$ cat src/rtl/bstp_defs.svh
// Constants for the boundary-scan test port.
`ifndef BSTP_DEFS_SVH
`define BSTP_DEFS_SVH
`define BSTP_IR_W          10
`define BSTP_IR_CAPTURE    10'h001
`define BSTP_OP_EXTEST     10'h000
`define BSTP_OP_SAMPLE     10'h005
`define BSTP_OP_IDCODE     10'h006
`define BSTP_OP_CFG_INT    10'h00d
`define BSTP_OP_PULSE_CFG  10'h001
`define BSTP_OP_HIGHZ      10'h00b
`define BSTP_OP_BYPASS     10'h3ff
`define BSTP_IDCODE_RST    32'h0000_0001
`define BSTP_PULSE_NS      1000
`define BSTP_CLK_NS        20
`define BSTP_PULSE_CYC     ((`BSTP_PULSE_NS + `BSTP_CLK_NS - 1) / `BSTP_CLK_NS)
`endif

$ cat src/rtl/bstp_pkg.sv
// Types for the boundary-scan test port.
package bstp_pkg;
    typedef enum logic [3:0] {
        ST_RESET = 4'h0, ST_IDLE = 4'h1, ST_SEL_DR = 4'h3, ST_CAP_DR = 4'h2,
        ST_SH_DR = 4'h6, ST_EX1_DR = 4'h7, ST_PA_DR = 4'h5, ST_EX2_DR = 4'h4,
        ST_UP_DR = 4'hc, ST_SEL_IR = 4'hd, ST_CAP_IR = 4'hf, ST_SH_IR = 4'he,
        ST_EX1_IR = 4'ha, ST_PA_IR = 4'hb, ST_EX2_IR = 4'h9, ST_UP_IR = 4'h8
    } bstp_state_type;
endpackage : bstp_pkg

$ cat src/rtl/bstp_tck_if.sv
// Interface carrying the sampled test clock events to the controller.
`timescale 1ns/1ns
interface bstp_tck_if;
    logic rise;
    logic fall;
    logic tms;
    logic tdi;
    logic trst_n;
    modport src (output rise, output fall, output tms, output tdi,
                 output trst_n);
    modport dst (input rise, input fall, input tms, input tdi, input trst_n);
endinterface : bstp_tck_if

$ cat src/rtl/bstp_sync.sv
// Two-stage synchronisers and test clock edge finder.
`timescale 1ns/1ns
module bstp_sync (
    input  wire logic ref_clk,
    input  wire logic rst_b,
    input  wire logic tck,
    input  wire logic tms,
    input  wire logic tdi,
    input  wire logic trst_n,
    bstp_tck_if.src   ev
);
    logic [3:0] s1_q;
    logic [3:0] s2_q;
    logic       tck_old_q;

    always_ff @(posedge ref_clk) begin
        if (!rst_b) begin
            s1_q <= 4'h8;
            s2_q <= 4'h8;
        end else begin
            s1_q <= {trst_n, tdi, tms, tck};
            s2_q <= s1_q;
        end
    end

    always_ff @(posedge ref_clk) begin
        if (!rst_b) begin
            tck_old_q <= 1'b0;
        end else begin
            tck_old_q <= s2_q[0];
        end
    end

    assign ev.rise   = s2_q[0] & ~tck_old_q;
    assign ev.fall   = ~s2_q[0] & tck_old_q;
    assign ev.tms    = s2_q[1];
    assign ev.tdi    = s2_q[2];
    assign ev.trst_n = s2_q[3];
endmodule : bstp_sync

$ cat src/rtl/bstp_tap.sv
// Boundary-scan test access port controller with pin scan cells.
`timescale 1ns/1ns
`include "bstp_defs.svh"

// Overview of operation
// - Capture-IR loads a pattern ending in binary 01 so TDO shows 1 then 0.
// - From test-logic-reset, TMS 0,1,1,0,0 lands the controller in Shift-IR.
// - In external test, a pin whose enable cell holds 0 drives its data cell.
// - External test is refused while in-circuit reconfiguration runs.
// - The configuration-interrupt opcode halts configuration and frees I/O.
// - Once configured, differential pins capture the core, not the pad; external test still drives their pads.
// - External test, sample/preload and bypass are all supported.
// - Only bypass, idcode, sample and configuration interrupt run during configuration untouched.
module bstp_tap #(
    parameter int NPINS = 4,
    parameter int PULSE_CYC = `BSTP_PULSE_CYC,
    parameter logic [31:0] IDCODE = `BSTP_IDCODE_RST // Arbitrary value.
) (
    input  wire logic             ref_clk,
    input  wire logic             rst_b,
    input  wire logic             tck,
    input  wire logic             tms,
    input  wire logic             tdi,
    input  wire logic             trst_n,
    output logic                  tdo,
    output logic                  tdo_oe,
    input  wire logic             cfg_busy,
    input  wire logic             cfg_done,
    input  wire logic [NPINS-1:0] diff_pin,
    input  wire logic [NPINS-1:0] core_out,
    input  wire logic [NPINS-1:0] core_oe_n,
    input  wire logic [NPINS-1:0] pin_in,
    output logic      [NPINS-1:0] pin_out,
    output logic      [NPINS-1:0] pin_oe,
    output logic                  cfg_halt,
    output logic                  cfg_restart,
    output logic                  extest_active
);
    import bstp_pkg::*;

    if (NPINS < 1 || PULSE_CYC < 1) begin : g_bad_params
        $error("bstp_tap: bad parameters");
    end

    localparam int BSR_W = 2 * NPINS;

    bstp_tck_if ev ();

    bstp_sync u_sync (
        .ref_clk (ref_clk),
        .rst_b   (rst_b),
        .tck     (tck),
        .tms     (tms),
        .tdi     (tdi),
        .trst_n  (trst_n),
        .ev      (ev)
    );

    // ------------------------------------------------------------------
    // Controller
    // ------------------------------------------------------------------
    bstp_state_type st_q;
    bstp_state_type st_d;

    always_comb begin
        case (st_q)
            ST_RESET:  st_d = ev.tms ? ST_RESET  : ST_IDLE;
            ST_IDLE:   st_d = ev.tms ? ST_SEL_DR : ST_IDLE;
            ST_SEL_DR: st_d = ev.tms ? ST_SEL_IR : ST_CAP_DR;
            ST_CAP_DR: st_d = ev.tms ? ST_EX1_DR : ST_SH_DR;
            ST_SH_DR:  st_d = ev.tms ? ST_EX1_DR : ST_SH_DR;
            ST_EX1_DR: st_d = ev.tms ? ST_UP_DR  : ST_PA_DR;
            ST_PA_DR:  st_d = ev.tms ? ST_EX2_DR : ST_PA_DR;
            ST_EX2_DR: st_d = ev.tms ? ST_UP_DR  : ST_SH_DR;
            ST_UP_DR:  st_d = ev.tms ? ST_SEL_DR : ST_IDLE;
            ST_SEL_IR: st_d = ev.tms ? ST_RESET  : ST_CAP_IR;
            ST_CAP_IR: st_d = ev.tms ? ST_EX1_IR : ST_SH_IR;
            ST_SH_IR:  st_d = ev.tms ? ST_EX1_IR : ST_SH_IR;
            ST_EX1_IR: st_d = ev.tms ? ST_UP_IR  : ST_PA_IR;
            ST_PA_IR:  st_d = ev.tms ? ST_EX2_IR : ST_PA_IR;
            ST_EX2_IR: st_d = ev.tms ? ST_UP_IR  : ST_SH_IR;
            ST_UP_IR:  st_d = ev.tms ? ST_SEL_DR : ST_IDLE;
            default:   st_d = ST_RESET;
        endcase
    end

    always_ff @(posedge ref_clk) begin
        if (!rst_b || !ev.trst_n) begin
            st_q <= ST_RESET;
        end else if (ev.rise) begin
            st_q <= st_d;
        end
    end

    // ------------------------------------------------------------------
    // Instruction register
    // ------------------------------------------------------------------
    logic [`BSTP_IR_W-1:0] ir_sh_q;
    logic [`BSTP_IR_W-1:0] ir_q;

    // Opcodes other than bypass, idcode, sample and configuration interrupt
    // need configuration halted while it is busy; otherwise they fall back to bypass.
    function automatic logic [`BSTP_IR_W-1:0] gate_op(
        input logic [`BSTP_IR_W-1:0] op,
        input logic                  busy,
        input logic                  halted
    );
        if (busy && !halted && op != `BSTP_OP_BYPASS &&
            op != `BSTP_OP_IDCODE && op != `BSTP_OP_SAMPLE &&
            op != `BSTP_OP_CFG_INT) begin
            return `BSTP_OP_BYPASS;
        end
        return op;
    endfunction : gate_op

    logic halt_q;

    always_ff @(posedge ref_clk) begin
        if (!rst_b || !ev.trst_n) begin
            ir_sh_q <= '0;
            ir_q    <= `BSTP_OP_IDCODE;
        end else if (ev.rise) begin
            if (st_q == ST_CAP_IR) begin
                ir_sh_q <= `BSTP_IR_CAPTURE;
            end else if (st_q == ST_SH_IR) begin
                ir_sh_q <= {ev.tdi, ir_sh_q[`BSTP_IR_W-1:1]};
            end else if (st_q == ST_RESET) begin
                ir_q <= `BSTP_OP_IDCODE;
            end
        end else if (ev.fall && st_q == ST_UP_IR) begin
            ir_q <= gate_op(ir_sh_q, cfg_busy, halt_q);
        end
    end

    // ------------------------------------------------------------------
    // Configuration interaction
    // ------------------------------------------------------------------
    logic [$clog2(PULSE_CYC+1)-1:0] pulse_cnt_q;

    always_ff @(posedge ref_clk) begin
        if (!rst_b) begin
            halt_q      <= 1'b0;
            pulse_cnt_q <= '0;
            cfg_restart <= 1'b0;
            cfg_halt    <= 1'b0;
        end else begin
            if (ir_q == `BSTP_OP_CFG_INT && cfg_busy) begin
                halt_q <= 1'b1;
            end else if (ir_q == `BSTP_OP_PULSE_CFG && halt_q) begin
                halt_q      <= 1'b0;
                pulse_cnt_q <= PULSE_CYC[$bits(pulse_cnt_q)-1:0];
            end
            if (pulse_cnt_q != '0) begin
                pulse_cnt_q <= pulse_cnt_q - 1'b1;
            end
            cfg_restart <= (pulse_cnt_q != '0);
            cfg_halt    <= halt_q;
        end
    end

    // ------------------------------------------------------------------
    // Data registers
    // ------------------------------------------------------------------
    logic [BSR_W-1:0] bsr_sh_q;
    logic [BSR_W-1:0] bsr_up_q;
    logic [31:0]      id_sh_q;
    logic             byp_q;
    logic [NPINS-1:0] scan_oe;
    logic [NPINS-1:0] scan_in;

    // Pads are asynchronous to the system clock, so they pass two stages
    // before the capture cells read them.
    logic [NPINS-1:0] pin_s1_q;
    logic [NPINS-1:0] pin_s2_q;

    always_ff @(posedge ref_clk) begin
        if (!rst_b) begin
            pin_s1_q <= '0;
            pin_s2_q <= '0;
        end else begin
            pin_s1_q <= pin_in;
            pin_s2_q <= pin_s1_q;
        end
    end

    // Differential pins of a configured part behave as internal cells:
    // the scan value follows the core, never the pad.
    assign scan_in = (pin_s2_q & ~(diff_pin & {NPINS{cfg_done}})) |
                     (core_out & diff_pin & {NPINS{cfg_done}});
    assign scan_oe = core_oe_n;

    always_ff @(posedge ref_clk) begin
        if (!rst_b || !ev.trst_n) begin
            bsr_sh_q <= '0;
            bsr_up_q <= {BSR_W{1'b1}};
            id_sh_q  <= '0;
            byp_q    <= 1'b0;
        end else if (ev.rise) begin
            if (st_q == ST_CAP_DR) begin
                bsr_sh_q <= {scan_oe, scan_in};
                id_sh_q  <= IDCODE;
                byp_q    <= 1'b0;
            end else if (st_q == ST_SH_DR) begin
                bsr_sh_q <= {ev.tdi, bsr_sh_q[BSR_W-1:1]};
                id_sh_q  <= {ev.tdi, id_sh_q[31:1]};
                byp_q    <= ev.tdi;
            end
        end else if (ev.fall && st_q == ST_UP_DR &&
                     (ir_q == `BSTP_OP_SAMPLE || ir_q == `BSTP_OP_EXTEST)) begin
            bsr_up_q <= bsr_sh_q;
        end
    end

    // ------------------------------------------------------------------
    // Test data output, changed on falling TCK
    // ------------------------------------------------------------------
    always_ff @(posedge ref_clk) begin
        if (!rst_b || !ev.trst_n) begin
            tdo    <= 1'b0;
            tdo_oe <= 1'b0;
        end else if (ev.fall) begin
            tdo_oe <= (st_q == ST_SH_IR) || (st_q == ST_SH_DR);
            if (st_q == ST_SH_IR) begin
                tdo <= ir_sh_q[0];
            end else if (ir_q == `BSTP_OP_IDCODE) begin
                tdo <= id_sh_q[0];
            end else if (ir_q == `BSTP_OP_SAMPLE ||
                         ir_q == `BSTP_OP_EXTEST) begin
                tdo <= bsr_sh_q[0];
            end else begin
                tdo <= byp_q;
            end
        end
    end

    // ------------------------------------------------------------------
    // Pin drive
    // ------------------------------------------------------------------
    always_ff @(posedge ref_clk) begin
        if (!rst_b) begin
            pin_out       <= '0;
            pin_oe        <= '0;
            extest_active <= 1'b0;
        end else if (ir_q == `BSTP_OP_EXTEST) begin
            extest_active <= 1'b1;
            pin_out <= bsr_up_q[NPINS-1:0];
            pin_oe  <= ~bsr_up_q[BSR_W-1:NPINS];
        end else if (ir_q == `BSTP_OP_HIGHZ) begin
            extest_active <= 1'b0;
            pin_oe        <= '0;
        end else begin
            extest_active <= 1'b0;
            pin_out       <= core_out;
            pin_oe        <= ~core_oe_n;
        end
    end
endmodule : bstp_tap

$ cat config.mk
export PLATFORM = sky130hd
export DESIGN_NAME = bstp_tap
export DESIGN_NICKNAME = d
export VERILOG_FILES = /design/src/rtl/bstp_pkg.sv /design/src/rtl/bstp_tck_if.sv /design/src/rtl/bstp_sync.sv /design/src/rtl/bstp_tap.sv
export VERILOG_INCLUDE_DIRS = /design/src /design/src/rtl
export SDC_FILE = /design/constraint.sdc
export NUM_CORES = 1
export LEC_CHECK = 0
export BUFFER_PORTS_ARGS = -buffer_cell sky130_fd_sc_hd__buf_2
export CELL_PAD_IN_SITES_DETAIL_PLACEMENT = 1
export CELL_PAD_IN_SITES_GLOBAL_PLACEMENT = 1
export CORE_MARGIN = 2
export CORE_UTILIZATION = 45
export DETAILED_ROUTE_END_ITERATION = 10
export GPL_TIMING_DRIVEN = 0
export PLACE_DENSITY_LB_ADDON = 0.3
export SYNTH_ARGS = -nofsm -noshare
export SYNTH_HDL_FRONTEND = slang
export SYNTH_SLANG_ARGS = --single-unit
$ cat constraint.sdc
create_clock -name ref_clk -period 1.77 [get_ports ref_clk]
set_input_delay 0.354 -clock ref_clk [delete_from_list [all_inputs] [get_ports ref_clk]]
set_output_delay 0.354 -clock ref_clk [all_outputs]
set_load 0.005 [all_outputs]
**Yosys cells after proc, flatten, opt, wreduce, memory -nomap -nowiden**

Cells that the tools add are included.

- Register bits: 110
- Latch bits: 0
- RAM bits: 0
- Memory bits (read-only): 0
- Input bits: 24
- Output and inout port bits: 13
- Logic and storage cells: 141
- Memories kept: 0

- $add $sub $neg: 1
- Multipliers: 0
- Divide/modulo/power cells: 0
- Magnitude comparators: 0
- Equality and inequality tests: 29
- Shift operators: 0
- Mux-type cells: 45
- Bitwise gates (word level): 13
- Reductions and logical operators: 32

Operators with widths:

| cell | number |
|---|---|
| $mux 10 | 9 |
| $mux 32 | 2 |
| $pmux 4 s12 | 1 |
| $eq 4x4->1 const B | 8 |
| $mux 4 | 8 |
| $eq 10x3->1 const B | 2 |
| $eq 10x4->1 const B | 2 |
| $ne 10x3->1 const B | 2 |
| $mux 6 | 3 |
| $and 4x4->4 | 4 |
| $eq 4x3->1 const B | 4 |
| $mux 8 | 2 |
| $mux 1 | 15 |
| $not 4->4 | 3 |
| $eq 10x1->1 const B | 1 |
| $logic_and 1x1->1 | 10 |
| $logic_not 10->1 | 1 |
| $ne 10x10->1 const B | 1 |
| $ne 10x4->1 const B | 1 |
| $reduce_bool 2->1 | 5 |
| $eq 4x2->1 const B | 2 |
| $reduce_and 2->1 | 4 |
| $mux 2 | 3 |
| $mux 3 | 2 |
| 14 further kinds | 25 |

**Depth between registers and ports, before layout**

- Depth after elaboration: 13
- Mapped depth: 7
- Mapped depth without buffers: 7

**Hierarchy**

A second synthesis with hierarchy kept.

- Cells, all modules: 524
- Area total of the unflattened synthesis: 4461.8 µm²

By module, submodules not included:

| module | instances | cells each | area each (µm²) | seq. area each (µm²) |
|---|---|---|---|---|
| bstp_tap | 1 | 504 | 4212.8 | 2001.9 |
| bstp_sync | 1 | 20 | 249.0 | 180.2 |

**Least setup slack after synthesis**

No wires, ideal clock.

- Kind: register to register
- From: register ir_q[4]
- To: register bsr_up_q[0]
- Setup time: 129 ps
- Arrival: 1482 ps
- Required time: 1641 ps
- Path slack: 159 ps
- Cell stages (with the launch flop): 6
- Path buffers: 0
- Clock period less this slack: 1611 ps
- Cells stage by stage: dfxtp_1 -> nor4_4 -> nand2_2 -> nor3_4 -> mux2i_1 -> nand2_1

- Longest elaborated chain between the ends: 4
- Elaborated cells on any way between the ends: 5
- Those cells by class: eq/ne (1); reduce/logical (4)

RTL lines:

| what | line | RTL |
|---|---|---|
| start, declared | bstp_tap.sv:99 | `` logic [`BSTP_IR_W-1:0] ir_q; `` |
| start signal, assigned | bstp_tap.sv:121 | `` ir_q <= `BSTP_OP_IDCODE; `` |
| start signal, assigned | bstp_tap.sv:128 | `` ir_q <= `BSTP_OP_IDCODE; `` |
| start signal, assigned | bstp_tap.sv:131 | `ir_q <= gate_op(ir_sh_q, cfg_busy, halt_q);` |
| $eq 10x3->1 (no line) or $logic_not 10->1 (tied branches) | - |  |
| $logic_or 1x1->1 (no line) * | - |  |
| $logic_and 1x1->1 * | bstp_tap.sv:208 | `end else if (ev.fall && st_q == ST_UP_DR &&` |
| $reduce_and 2->1 (no line) * | - |  |
| end signal, assigned | bstp_tap.sv:195 | `bsr_up_q <= {BSR_W{1'b1}};` |
| end signal, assigned | bstp_tap.sv:210 | `bsr_up_q <= bsr_sh_q;` |
| end, declared | bstp_tap.sv:165 | `logic [BSR_W-1:0] bsr_up_q;` |

Mark *: on every way between the ends. The rest lies on a longest branch, timed or not.
A chain may end at the register's enable or synchronous reset.

**Worst setup path after layout**

- From: register st_q[0]
- To: register bsr_up_q[0]

- Longest elaborated chain between the ends: 4

RTL lines:

| what | line | RTL |
|---|---|---|
| start, declared | bstp_tap.sv:62 | `bstp_state_type st_q;` |
| start signal, assigned | bstp_tap.sv:91 | `st_q <= st_d;` |
| $eq 4x4->1 | bstp_tap.sv:208 |  |
| $logic_and 1x1->1 (2 in a row) | bstp_tap.sv:208 |  |
| $reduce_and 2->1 (no line) | - |  |

Every way passes these cells.

==> results.json <==
{
  "status": "complete, no violations",
  "sequentialPowerShare_pct": 53.9,
  "start_util_pct": 46.0,
  "drive_gt1_share_pct": 18.5,
  "use_met3_pct": 3.02,
  "synth_area_leaders": "dfxtp_1 (49%), a21oi_1 (6.7%), nand2_1 (6.2%)",
  "timing.fmax_mhz": 587,
  "finalCriticalPeriod_ps": 1700,
  "setup_viol": 0,
  "cp.required_ps": 2010,
  "path_clk_slew_ps": 100,
  "combPwrFrac_pct": 11.8,
  "antenna_found_initial": 0,
  "clockRootBuffer": "clkbuf_8",
  "start_kind": "flop",
  "path_class": "reg2reg",
  "port_buffers": 35,
  "h-tree-depth": 3,
  "worstSkewPairLatency_ps": 370,
  "clockBufferDepth": 2,
  "busiest_layer": "met2",
  "grt_use_total_pct": 22.1,
  "first_pass_iters": 4,
  "rr_startpoint": "st_q[0]",
  "layout.nets": 593,
  "ios": 37,
  "via_per_inst": 5.58,
  "maxSlewViolCount": 0,
  "min_path_type": "in2reg",
  "regToRegSetupSlack_ps": 70,
  "die_w_um": 104,
  "post_drt_wl_per_cell_um": 16.9,
  "grt_pass1_wl_um": 19300,
  "syn_area_per_cell_um2": 8.57,
  "yosysUniqueCellTypes": 55,
  "ir_drop_uv": 394,
  "place_area_mm2": 0.00480,
  "synthCells": 520,
  "intPower_w": 0.00363,
  "area_delta_synth_final_pct": 16.8,
  "synth_flop_cell": "dfxtp_1",
  "cp-endpoint": "bsr_up_q[0]",
  "power_density_mw_per_mm2": 932,
  "drc": 0,
  "ant_nets": 0,
  "gr-usage-met1_pct": 28.5,
  "fin_util_pct": 53.8,
  "numCtsBuffers": 9,
  "dr_total_vias": 3938,
  "syn_nets": 545,
  "hold_violations": 0,
  "final_area_mm2": 0.00521,
  "ys_seq_elements": 109,
  "ys_async_sr_fraction_pct": 0,
  "seq_area_frac_synth_pct": 48.9,
  "holdBufCountCts": 0,
  "synth_enable_flop_cells": 0,
  "ys_warn_count": 0,
  "n_fill_cell": 1187,
  "setup_tns_ps": 0,
  "core_region_area_mm2": 0.00968,
  "yosys.area.top_type_share_pct": 48.9,
  "overflow": 0,
  "crit_start": "st_q[0]",
  "gp_congestion": 0.787,
  "dp_hpwl_um": 8350,
  "clockPowerShare_pct": 34.3,
  "post-place-cells": 688,
  "power_switching_w": 0.00122,
  "insertedDiodeCount": 0,
  "p_sw_share_pct": 25.1,
  "r2r_cells": 6,
  "final_cells": 706,
  "r2r-end": "bsr_up_q[0]",
  "wl_um": 11900,
  "rsz0062_at_grt": "true",
  "clock_skew_ps": 12.5,
  "die_area_mm2": 0.0107,
  "worst_slew_pin_slew_ps": 632,
  "slew-limit-headroom_pct": 57.9,
  "grt_max_degree": 17,
  "yosysTopAreaCell": "dfxtp_1",
  "syn-cell-area_mm2": 0.00446,
  "cap_violations": 0,
  "clkSinkCount": 109,
  "crit_fanout": 8,
  "cts_tree": "built",
  "p_leak_nw": 1.86,
  "grt_pass1_vias": 3913,
  "crit_arrival_ps": 1950,
  "drt_iter0_markers": 139,
  "fin_crit_sh_pct": 96.3,
  "die_h_um": 104,
  "cp-end-kind": "flop",
  "grtUsageMet2_pct": 37.8,
  "row_count": 36
}
-- logic make-up after synthesis --
kind of cell / after synthesis / synth area share, %
multiplexers: 14 / 3.28
flip-flops: 109 / 48.9
XOR/XNOR: 3 / 0.589
adder cells (fa/ha/maj): 1 / 0.281
AND/OR/NAND/NOR: 223 / 26.0
buffers and inverters: 48 / 4.38
AO/OA/AOI/OAI: 122 / 16.5
-- area by class of cell --
| type | count | area (um^2) | area share, % |
|---|---|---|---|
| timing repair buffer | 40 | 225 | 4.33 |
| sequential | 109 | 2190 | 42.0 |
| tap | 133 | 166 | 3.20 |
| clock inverter | 3 | 68.8 | 1.32 |
| multi-input combinational | 363 | 2200 | 42.3 |
| clock buffer | 13 | 149 | 2.86 |
| buffer | 37 | 175 | 3.36 |
| inverter | 8 | 30.0 | 0.577 |
-- worst min path at each step --
| stage | slack, ps | end | startpoint | cells past startpoint |
|---|---|---|---|---|
| floorplan | 390 | u_sync.s2_q[3] | u_sync.s1_q[3] | 1 |
| global placement | 400 | u_sync.s2_q[3] | u_sync.s1_q[3] | 1 |
| detailed placement | 400 | u_sync.s2_q[3] | u_sync.s1_q[3] | 1 |
| CTS | 170 | u_sync.s1_q[1] | tms | 2 |
| global route | 170 | pin_s1_q[2] | pin_in[2] | 2 |
| finish | 180 | u_sync.s1_q[1] | tms | 2 |
-- critical path, cell delays in order, from the launching register on --
cell and delay (ps):
dfxtp_1 450, nor2_2 200, nand4_1 190, nor3_4 260, buf_12 160, mux2i_1 220, nand2_1 80
-- through the flow --
step	worst slack (ps)	hold slack, ps	power [W]
after detailed placement	-182	404	0.00321
after global placement	-116	401	0.00316
after global routing	-55.3	173	0.00508
after CTS	12.4	167	0.00486
final	65.1	184	0.00485
after floorplan	159	386	0.00302
-- metal layers --
layer,vias up,wire (um)
met1,1959,5520
met4,0,153
met2,57,5960
met5,-,0
met3,12,283
li1,1910,-
-- power by group through the flow --
| stage | logic [W] | registers [W] | clock network, W |
|---|---|---|---|
| global placement | 0.000499 | 0.00266 | 0 |
| floorplan | 0.000371 | 0.00265 | 0 |
| detailed placement | 0.000540 | 0.00267 | 0 |
| finish | 0.000575 | 0.00262 | 0.00166 |
| CTS | 0.000555 | 0.00261 | 0.00169 |
| global route | 0.000640 | 0.00262 | 0.00181 |
-- cells in the mapped netlist (all sizes together), types with 2 or more instances --
cell,number
a211oi,2
a21boi,6
a21oi,60
a221oi,4
a22oi,5
a311oi,2
a31oi,4
a32oi,2
and2,23
buf,14
clkbuf,26
dfxtp,109
inv,8
mux2,5
mux2i,9
nand2,75
nand2b,9
nand3,36
nand4,5
nand4b,2
nor2,29
nor2b,7
nor3,13
nor3b,9
nor4,5
o211ai,2
o21ai,18
o221ai,3
o22ai,6
o31a,2
o31ai,2
or4,3
xnor2,2
-- flip-flops by register name (all words and copies together) (netlist names) --
register / cells
u_sync.s2_q: 4
pin_s1_q: 4
bsr_sh_q: 8
u_sync.tck_old_q: 1
pin_out: 4
pulse_cnt_q: 6
ir_q: 10
tdo_oe: 1
st_q: 4
cfg_halt: 1
cfg_restart: 1
u_sync.s1_q: 4
pin_oe: 4
halt_q: 1
bsr_up_q: 8
tdo: 1
id_sh_q: 32
extest_active: 1
pin_s2_q: 4
ir_sh_q: 10
-- cells in the final DEF (no fill, tap or decap), types with 3 or more instances in the layout --
master,synthesis,layout
nor3_1,12,10
o221ai_1,3,3
o22ai_1,6,4
nor2b_1,6,6
o21ai_0,17,12
nand4_1,5,5
a31oi_1,4,3
mux2_2,5,5
nand2_1,74,74
nor3b_1,9,9
o21ai_1,1,6
a21oi_1,60,60
a22oi_1,5,5
nor2_1,29,28
nand2b_1,9,8
a221oi_1,4,4
dfxtp_1,109,105
buf_2,9,40
nor4_4,1,5
buf_4,1,6
and2_1,23,23
clkbuf_4,0,3
a21boi_0,6,6
mux2i_1,9,7
clkbuf_2,0,9
clkbuf_1,26,20
clkbuf_8,0,10
dfxtp_2,0,4
nand3_1,36,35
inv_1,8,8
-- repair_timing --
| action | in CTS | in global routing |
|---|---|---|
| gates resized for setup | 14 | 36 |
| setup buffers | 3 | 2 |
| pin swaps | 2 | 5 |
| endpoints found under the setup margin | 67 | 79 |
(Power assumes the default switching activity.)
